File: src/include/fapc_pkg.sv
package fapc_pkg;
	// register byte addresses on the special-function-register bus
	localparam logic [15:0] OFS_SECTOR_PROTECT = 16'hA012;
	localparam logic [15:0] OFS_CODE_KEY = 16'hA013;
	localparam logic [15:0] OFS_ADDR_HIGH = 16'hA022;
	localparam logic [15:0] OFS_ADDR_LOW = 16'hA023;
	localparam logic [15:0] OFS_SCALER = 16'hA024;

	// values after reset, the small-flash protect mask and the unlock key
	localparam logic [7:0] PROT_RESET = 8'hFF;
	localparam logic [7:0] PROT_MASK_SMALL = 8'h0F;
	localparam logic [7:0] ADDR_RESET = 8'h00;
	localparam logic [7:0] SCALER_RESET = 8'h25;
	localparam logic [7:0] READ_EMPTY = 8'h00;
	localparam logic [7:0] UNLOCK_KEY = 8'h55;

	// flash command codes
	localparam logic [4:0] CMD_MAIN_READ = 5'h10;
	localparam logic [4:0] CMD_SECTOR_ERASE = 5'h08;
	localparam logic [4:0] CMD_MAIN_WRITE = 5'h04;
	localparam logic [4:0] CMD_INFO_READ = 5'h02;
	localparam logic [4:0] CMD_INFO_WRITE = 5'h01;

	// address regions
	localparam logic [15:0] BOOT_LO = 16'h7000;
	localparam logic [15:0] BOOT_HI = 16'h7FFF;
	localparam logic [15:0] CODE_LOCK_HI = 16'h6FFF;

	// timing
	localparam longint CLK_HZ = 250_000_000;
	localparam longint UNLOCK_WINDOW_S = 5;
	localparam longint KEY_DELAY_S = 1;
	localparam longint PULSE_MIN_US = 10;
	localparam longint PULSE_MAX_US = 20;
	localparam int UNLOCK_PULSES = 8;
	localparam longint WINDOW_CYCLES = CLK_HZ * UNLOCK_WINDOW_S;
	localparam longint KEY_DELAY_CYCLES = CLK_HZ * KEY_DELAY_S;
	localparam longint PULSE_MIN_CYCLES =
		(CLK_HZ * PULSE_MIN_US + 64'd999_999) / 64'd1_000_000;
	localparam longint PULSE_MAX_CYCLES =
		(CLK_HZ * PULSE_MAX_US) / 64'd1_000_000;

	// code-protection lock states
	typedef enum logic [1:0] {
		LK_LOCKED,
		LK_KEY_WAIT,
		LK_UNLOCKED
	} fapc_lock_type;
endpackage : fapc_pkg

File: src/include/fapc_tb_if.sv
`timescale 1ns/1ps
`default_nettype none
// scaler setting out, timing tick back
interface fapc_tb_if;
	logic [7:0] scaler;
	logic tick;
	modport ctrl (output scaler, input tick);
	modport gen (input scaler, output tick);
endinterface : fapc_tb_if
`default_nettype wire

File: src/core/fapc_top.sv
`timescale 1ns/1ps
`default_nettype none
module fapc_top #(
	parameter bit FLASH_SMALL = 1'b1,
	parameter int unsigned WINDOW_CYCLES = 32'(fapc_pkg::WINDOW_CYCLES),
	parameter int unsigned KEY_DELAY_CYCLES =
		32'(fapc_pkg::KEY_DELAY_CYCLES),
	parameter int unsigned PULSE_MIN_CYCLES =
		32'(fapc_pkg::PULSE_MIN_CYCLES),
	parameter int unsigned PULSE_MAX_CYCLES =
		32'(fapc_pkg::PULSE_MAX_CYCLES),
	parameter int unsigned UNLOCK_PULSES = fapc_pkg::UNLOCK_PULSES
) (
	// clock and reset
	input wire logic clock,
	input wire logic srst,
	// register bus
	input wire logic [15:0] sfr_addr,
	input wire logic sfr_wr,
	input wire logic sfr_rd,
	input wire logic [7:0] sfr_wdata,
	output logic [7:0] sfr_rdata,
	// command sequencer side
	input wire logic cmd_start,
	input wire logic [4:0] cmd_code,
	output logic cmd_fail,
	// flash array side
	output logic flash_go,
	output logic [4:0] flash_cmd,
	output logic [15:0] flash_addr,
	output logic flash_timing_tick,
	// protection
	input wire logic bus_receive_pin,
	output logic [7:0] sector_protect,
	output logic code_unlocked
);
	import fapc_pkg::*;

	logic [7:0] flash_addr_low;
	logic [7:0] flash_addr_high;
	logic [7:0] flash_timing_scaler;
	logic [7:0] sector_write_protect;
	logic [7:0] prot_mask;
	fapc_lock_type lock_state;
	logic [31:0] key_cnt;
	logic [31:0] win_cnt;
	logic window_open;
	logic pin_meta, pin_sync, pin_prev, pin_rise;
	logic [31:0] low_cnt;
	logic [31:0] pulse_cnt;
	logic pulse_good;
	logic pin_done;
	logic key_wr;
	logic key_good;
	logic key_bad;
	logic key_expire;
	logic cmd_modify;
	logic cmd_valid;

	fapc_tb_if tb_bus ();

	// true when an erase or write to addr must be refused
	function automatic logic modify_blocked(input logic [15:0] addr,
		input logic [7:0] prot, input logic unlocked);
		logic hit;
		hit = 1'b0;
		unique case (addr[15:12])
			4'hE: hit = !prot[7];
			4'hD: hit = !prot[6];
			4'h8, 4'h9, 4'hA, 4'hB, 4'hC: hit = !prot[5];
			4'h7: hit = 1'b1;
			4'h5, 4'h6: hit = !prot[3];
			4'h3, 4'h4: hit = !prot[2];
			4'h1, 4'h2: hit = !prot[1];
			4'h0: hit = !prot[0];
			4'hF: hit = 1'b1;
		endcase
		// code lock sits on top of the sector bits
		if (!unlocked && addr <= CODE_LOCK_HI) begin
			hit = 1'b1;
		end
		return hit;
	endfunction : modify_blocked

	// recognised command codes
	function automatic logic code_known(input logic [4:0] code);
		return code == CMD_MAIN_READ || code == CMD_SECTOR_ERASE ||
			code == CMD_MAIN_WRITE || code == CMD_INFO_READ ||
			code == CMD_INFO_WRITE;
	endfunction : code_known

	// bus decode of the key register
	assign key_wr = sfr_wr && sfr_addr == OFS_CODE_KEY;
	assign key_good = key_wr && sfr_wdata == UNLOCK_KEY;
	assign key_bad = key_wr && sfr_wdata != UNLOCK_KEY;
	assign key_expire = lock_state == LK_KEY_WAIT &&
		key_cnt == KEY_DELAY_CYCLES - 32'd1;
	// small flash has no upper sectors, those bits stay 0
	assign prot_mask = FLASH_SMALL ? PROT_MASK_SMALL : PROT_RESET;

	// address bytes
	always_ff @(posedge clock) begin
		if (srst) begin
			flash_addr_low <= ADDR_RESET;
			flash_addr_high <= ADDR_RESET;
		end else if (sfr_wr) begin
			if (sfr_addr == OFS_ADDR_LOW) begin
				flash_addr_low <= sfr_wdata;
			end
			if (sfr_addr == OFS_ADDR_HIGH) begin
				flash_addr_high <= sfr_wdata;
			end
		end
	end

	// timing scaler setting
	always_ff @(posedge clock) begin
		if (srst) begin
			flash_timing_scaler <= SCALER_RESET;
		end else if (sfr_wr && sfr_addr == OFS_SCALER) begin
			flash_timing_scaler <= sfr_wdata;
		end
	end

	// protect bits only ever fall; a set needs a reset
	always_ff @(posedge clock) begin
		if (srst) begin
			sector_write_protect <= PROT_RESET & prot_mask;
		end else if (sfr_wr && sfr_addr == OFS_SECTOR_PROTECT) begin
			sector_write_protect <=
				sector_write_protect & sfr_wdata & prot_mask;
		end
	end

	// register read-back, one cycle after the strobe
	always_ff @(posedge clock) begin
		if (srst) begin
			sfr_rdata <= READ_EMPTY;
		end else if (sfr_rd) begin
			unique case (sfr_addr)
				OFS_ADDR_LOW: sfr_rdata <= flash_addr_low;
				OFS_ADDR_HIGH: sfr_rdata <= flash_addr_high;
				OFS_SCALER: sfr_rdata <= flash_timing_scaler;
				OFS_SECTOR_PROTECT: sfr_rdata <= sector_write_protect;
				default: sfr_rdata <= READ_EMPTY; // key reads as zero
			endcase
		end
	end

	// pin unlock window open for a fixed time after reset
	always_ff @(posedge clock) begin
		if (srst) begin
			win_cnt <= 32'h0000_0000;
		end else if (window_open) begin
			win_cnt <= win_cnt + 32'd1;
		end
	end
	assign window_open = win_cnt < WINDOW_CYCLES;

	// pin synchroniser; only the second stage feeds logic
	always_ff @(posedge clock) begin
		if (srst) begin
			pin_meta <= 1'b1;
			pin_sync <= 1'b1;
			pin_prev <= 1'b1;
		end else begin
			pin_meta <= bus_receive_pin;
			pin_sync <= pin_meta;
			pin_prev <= pin_sync;
		end
	end
	assign pin_rise = pin_sync && !pin_prev;

	// width of the current low pulse, saturating
	always_ff @(posedge clock) begin
		if (srst || pin_sync) begin
			low_cnt <= 32'h0000_0000;
		end else if (low_cnt != 32'hFFFF_FFFF) begin
			low_cnt <= low_cnt + 32'd1;
		end
	end
	assign pulse_good = low_cnt >= PULSE_MIN_CYCLES &&
		low_cnt <= PULSE_MAX_CYCLES;

	// run of in-spec low pulses; any stray pulse restarts it
	always_ff @(posedge clock) begin
		if (srst || !window_open) begin
			pulse_cnt <= 32'h0000_0000;
		end else if (pin_rise) begin
			pulse_cnt <= pulse_good ? pulse_cnt + 32'd1 : 32'h0000_0000;
		end
	end
	assign pin_done = window_open && pin_rise && pulse_good &&
		pulse_cnt == UNLOCK_PULSES - 32'd1;

	// lock state; a hardware release beats a same-cycle relock
	always_ff @(posedge clock) begin
		if (srst) begin
			lock_state <= LK_LOCKED;
		end else begin
			unique case (lock_state)
				LK_LOCKED: begin
					if (pin_done) begin
						lock_state <= LK_UNLOCKED;
					end else if (key_good) begin
						lock_state <= LK_KEY_WAIT;
					end
				end
				LK_KEY_WAIT: begin
					if (pin_done || key_expire) begin
						lock_state <= LK_UNLOCKED;
					end else if (key_bad) begin
						lock_state <= LK_LOCKED;
					end
				end
				LK_UNLOCKED: begin
					if (key_bad && !pin_done) begin
						lock_state <= LK_LOCKED;
					end
				end
			endcase
		end
	end

	// key delay; a repeated key restarts the wait
	always_ff @(posedge clock) begin
		if (srst || lock_state != LK_KEY_WAIT || key_good) begin
			key_cnt <= 32'h0000_0000;
		end else begin
			key_cnt <= key_cnt + 32'd1;
		end
	end
	assign code_unlocked = lock_state == LK_UNLOCKED;

	// command gate: array sees only commands that pass every check
	assign cmd_valid = code_known(cmd_code);
	assign cmd_modify = cmd_code == CMD_SECTOR_ERASE ||
		cmd_code == CMD_MAIN_WRITE;
	always_ff @(posedge clock) begin
		if (srst) begin
			flash_go <= 1'b0;
			cmd_fail <= 1'b0;
			flash_cmd <= 5'h00;
		end else begin
			flash_go <= 1'b0;
			cmd_fail <= 1'b0;
			if (cmd_start) begin
				if (!cmd_valid) begin
					cmd_fail <= 1'b1;
				end else if (cmd_modify && modify_blocked(flash_addr,
					sector_write_protect, code_unlocked)) begin
					cmd_fail <= 1'b1;
				end else begin
					flash_go <= 1'b1;
					flash_cmd <= cmd_code;
				end
			end
		end
	end

	// timing base generator
	assign tb_bus.scaler = flash_timing_scaler;
	fapc_timebase u_timebase (
		.clock(clock),
		.srst(srst),
		.tb(tb_bus)
	);
	assign flash_timing_tick = tb_bus.tick;
	assign flash_addr = {flash_addr_high, flash_addr_low};
	assign sector_protect = sector_write_protect;
endmodule : fapc_top
`default_nettype wire

File: src/core/fapc_timebase.sv
`timescale 1ns/1ps
`default_nettype none
module fapc_timebase (
	// clock and reset
	input wire logic clock,
	input wire logic srst,
	// scaler in, tick out
	fapc_tb_if.gen tb
);
	import fapc_pkg::*;

	logic [7:0] phase;
	logic [8:0] next_phase;

	// phase step of scaler+1 out of 256; carry is the tick
	always_comb begin
		next_phase = {1'b0, phase} + {1'b0, tb.scaler} + 9'h001;
	end

	// accumulator keeps the remainder so the mean rate is exact
	always_ff @(posedge clock) begin
		if (srst) begin
			phase <= ADDR_RESET;
			tb.tick <= 1'b0;
		end else begin
			phase <= next_phase[7:0];
			tb.tick <= next_phase[8];
		end
	end
endmodule : fapc_timebase
`default_nettype wire

File: config.mk
export PLATFORM = sky130hd
export DESIGN_NAME = fapc_top
export DESIGN_NICKNAME = d
export VERILOG_FILES = /design/src/include/fapc_pkg.sv /design/src/include/fapc_tb_if.sv /design/src/core/fapc_top.sv /design/src/core/fapc_timebase.sv
export SDC_FILE = /design/constraint.sdc
export NUM_CORES = 1
export LEC_CHECK = 0
export ABC_AREA = 0
export BUFFER_PORTS_ARGS = -buffer_cell sky130_fd_sc_hd__buf_2
export CORE_ASPECT_RATIO = 1.75
export CORE_MARGIN = 2
export CORE_UTILIZATION = 50
export CTS_BUF_LIST = sky130_fd_sc_hd__clkbuf_8
export DETAILED_ROUTE_END_ITERATION = 10
export GPL_ROUTABILITY_DRIVEN = 0
export PLACE_DENSITY = 0.69
export SLEW_MARGIN = 30
export SYNTH_ARGS = -nofsm -noshare
export SYNTH_HDL_FRONTEND = slang
export SYNTH_SLANG_ARGS = --single-unit
File: constraint.sdc
create_clock -name clock -period 5.45 [get_ports clock]
set_input_delay 0.2725 -clock clock [delete_from_list [all_inputs] [get_ports clock]]
set_output_delay 0.2725 -clock clock [all_outputs]
set_load 0.005 [all_outputs]
==> impl_metrics.yaml <==
run_status:
  outcome: "complete, no violations"
floorplan:
  io-pin-count: 76
  die_w_um: 104
  rows: 63
  die_area_um2: 18500
  core_um2: 17000
  start_util: 0.512
  die_h_um: 179
setup_path:
  required_ns: 5.78
  endpoint_kind: "flip-flop"
  rr_worst_depth: 6
  cp_max_fo: 20
  crit_path_start_kind: "flip-flop"
  critPathBufInv: 0
  max_stage_delay_ns: 0.69
  arrival_ns: 3.05
  r2r-start: "win_cnt[19]$_SDFFE_PP0N_"
  reg2reg_slack_ns: 2.73
  critPathKind: "reg -> reg"
  cp_top_family: "simple AND/OR/NAND/NOR gates"
  crit_path_cell_trace: "nor4_1, a41o_1, nand4_1, nor4_1, xnor2_1, nor2_1"
  crit_top_cell: "nor4_1"
  r2r-end: "win_cnt[28]$_SDFFE_PP0N_"
  crit_slowest_cell: "nand4_1"
yosys:
  ys_seq_elements: 185
  seq_area_frac_synth: 0.425
  synthFlopType: "dfxtp_1"
  synth.top_cell.area_share: 0.425
  async_flop_share: 0
  synth_area_leaders: "dfxtp_1 (43%), nor2_1 (6.8%), xnor2_1 (5.6%)"
  syn_avg_cell_area_um2: 8.34
  yosysWarnings: 0
  synth_area_um2: 8710
  yosysTopAreaCell: "dfxtp_1"
  synth.distinct_cells: 66
  synth_enable_flop_cells: 0
  synth_cells: 1045
sta:
  slew_violations: 0
  finalSetupViolCount: 0
  slew-limit-headroom: 0.435
  tightest_slew_ns: 0.844
  hold_viol: 0
  finClkSkew_ns: 0.0184
  fmax_mhz: 368
  final.min_clock_period_ns: 2.72
  setup_ws_ns: 2.73
  timing.setup.tns_ns: 0
  min_period_over_period: 0.499
  grt_setup_unrepaired: "false"
global_route:
  grt_max_degree: 53
  gr-total-overflow: 0
  grt_pass1_wl_mm: 32.4
  grtUsageTotal: 0.211
  grt_pass1_vias: 7059
  antenna_found_initial: 0
clock_network:
  ctsRootBufferMaster: "clkbuf_8"
  clkSinkCount: 185
  ctsResizeCount: 0
  clk_pin_slew_ns: 0.10
  h-tree-depth: 4
  holdBufCountCts: 1
  cts_tree: "done"
  cts_made_buffers: 17
  clk_latency_ns: 0.46
  clockBufferDepth: 2
  postCtsSetupRepairBufs: 0
finish:
  n_antenna_cell: 0
  nNetsFinal: 1154
  layout-drive-gt1-share: 0.123
  design_area_um2: 9610
  area_growth_pct: 10.3
run:
  maxCapViolations: 0
worst_hold_path:
  whs_endpoint: "flash_cmd[4]$_SDFFE_PP0P_"
  hold_path.class: "in -> reg"
  min-delay-start: "cmd_code[4]"
  whs_path_depth: 3
route:
  via_per_inst: 5.46
  first_iter_violations: 307
  num_vias: 7331
  routed_wl_mm: 18.7
  wire_per_inst_um: 13.9
  final_antenna_net_count: 0
  drt_pre_antenna_iters: 4
  route.detailed.drc: 0
pwr:
  pwr_density_cell_nw_per_um2: 245
  power_leakage_uw: 0.00337
  irDropWorstVdd_uv: 179
place:
  portBuffers: 71
  post_dp_cell_area_um2: 9210
  dpl_worst_slack_ns: 2.75
  hpwl_mm: 13.4
## worst max path at each step
stage                                         from                              end  depth (start not counted)
after floorplan              key_cnt[0]$_SDFF_PP0_       lock_state[1]$_SDFFE_PP0P_                          7
after global placement                 sfr_addr[3]  flash_addr_high[7]$_SDFFE_PP0P_                          8
after detailed placement               sfr_addr[3]  flash_addr_high[3]$_SDFFE_PP0P_                          8
after CTS                 win_cnt[19]$_SDFFE_PP0N_         win_cnt[28]$_SDFFE_PP0N_                          6
after global routing      win_cnt[19]$_SDFFE_PP0N_         win_cnt[28]$_SDFFE_PP0N_                          6
final                     win_cnt[19]$_SDFFE_PP0N_         win_cnt[28]$_SDFFE_PP0N_                          6
## through the flow
| stage | power, uW | instances | hold slack, ns | util |
|---|---|---|---|---|
| floorplan | 1480 | 1048 | 0.376 | - |
| global placement | 1510 | 1308 | 0.431 | 0.540 |
| detailed placement | 1520 | 1308 | 0.430 | 0.541 |
| CTS | 2380 | 1341 | 0.0605 | 0.563 |
| global route | 2450 | 1342 | 0.0687 | 0.564 |
| finish | 2350 | 1342 | 0.0905 | 0.564 |
## final cells by class
| class | count | area [um2] |
|---|---|---|
| clock buffers | 17 | 234 |
| fillers | 1684 | 7420 |
| repair buffers | 76 | 415 |
| flip-flops and latches | 185 | 3700 |
| clock inverters | 15 | 129 |
| well taps | 227 | 284 |
| inverters | 29 | 109 |
| multi-input cells | 793 | 4730 |
## report_power, final
group / switching (uW) / internal [uW] / leakage, uW
logic: 70.7 / 46.9 / 0.00169
clock network: 529 / 334 / 0.000189
registers: 6.85 / 1360 / 0.00149
total: 607 / 1740 / 0.00337
## cells in the final DEF (no fill, tap or decap), drive strengths merged, types with 10 or more instances in the layout
| master | synthesis | final |
|---|---|---|
| a21oi | 59 | 59 |
| and3 | 20 | 20 |
| and4 | 10 | 10 |
| buf | 15 | 75 |
| clkbuf | 26 | 17 |
| dfxtp | 185 | 185 |
| ha | 16 | 16 |
| inv | 29 | 38 |
| nand2 | 114 | 114 |
| nand2b | 15 | 15 |
| nand3 | 46 | 46 |
| nand4 | 30 | 30 |
| nor2 | 157 | 157 |
| nor3 | 36 | 36 |
| nor4 | 21 | 21 |
| o21ai | 38 | 38 |
| or3 | 25 | 25 |
| xnor2 | 56 | 56 |
| xor2 | 47 | 47 |
## tightest hold or removal path, cell delays in order
cell and delay [ns]:
buf_2 0.11, mux2i_1 0.06, nor2_1 0.07
## cells in the mapped netlist (2+ instances only)
cell / n
or2_2: 7
nand4bb_1: 3
nand3b_1: 2
nor2b_1: 8
and4_1: 9
nor4_1: 17
a2111oi_0: 3
or3_1: 25
a222oi_1: 4
xor2_1: 47
buf_2: 7
nand3_1: 46
nor3b_1: 6
a31o_1: 2
nor4b_1: 3
nor2_1: 157
xnor2_1: 56
or4_1: 2
a22o_1: 4
nand2_1: 114
o31a_1: 2
inv_1: 29
and2_1: 8
mux2i_1: 9
nand2b_1: 15
buf_4: 7
ha_1: 16
o211ai_1: 2
or4bb_1: 2
and3_1: 19
nor3_1: 36
o21ai_0: 37
nand4_1: 29
mux2_2: 9
nor4_2: 3
nor4bb_1: 2
clkbuf_1: 26
a211oi_1: 2
dfxtp_1: 185
a21oi_1: 59
## cell families after synthesis
group | synth area share
adders and majority gates | 0.0253
DFF | 0.425
AOI/OAI and AO/OA | 0.0853
muxes | 0.0220
and+or+nand+nor | 0.304
xor gates and xnor gates | 0.104
buffers and inverters | 0.0342
other | 0.000430
## registers in the layout, summed over array words and instances (netlist names), 2 cells and up
| signal | cells |
|---|---|
| sector_protect | 4 |
| lock_state | 2 |
| flash_timing_scaler | 8 |
| low_cnt | 32 |
| u_timebase.phase | 8 |
| key_cnt | 32 |
| pulse_cnt | 32 |
| flash_addr_high | 8 |
| flash_addr_low | 8 |
| flash_cmd | 5 |
| win_cnt | 32 |
| sfr_rdata | 8 |
## layer usage
layer / GRT usage / vias to the layer above / routed length (um)
li1: - / 3712 / -
met1: 0.238 / 3485 / 7880
met2: 0.401 / 107 / 9990
met3: 0.0307 / 27 / 498
met4: 0.0816 / 0 / 343
met5: 0 / - / 0
Power figures use the tool's default switching activity.
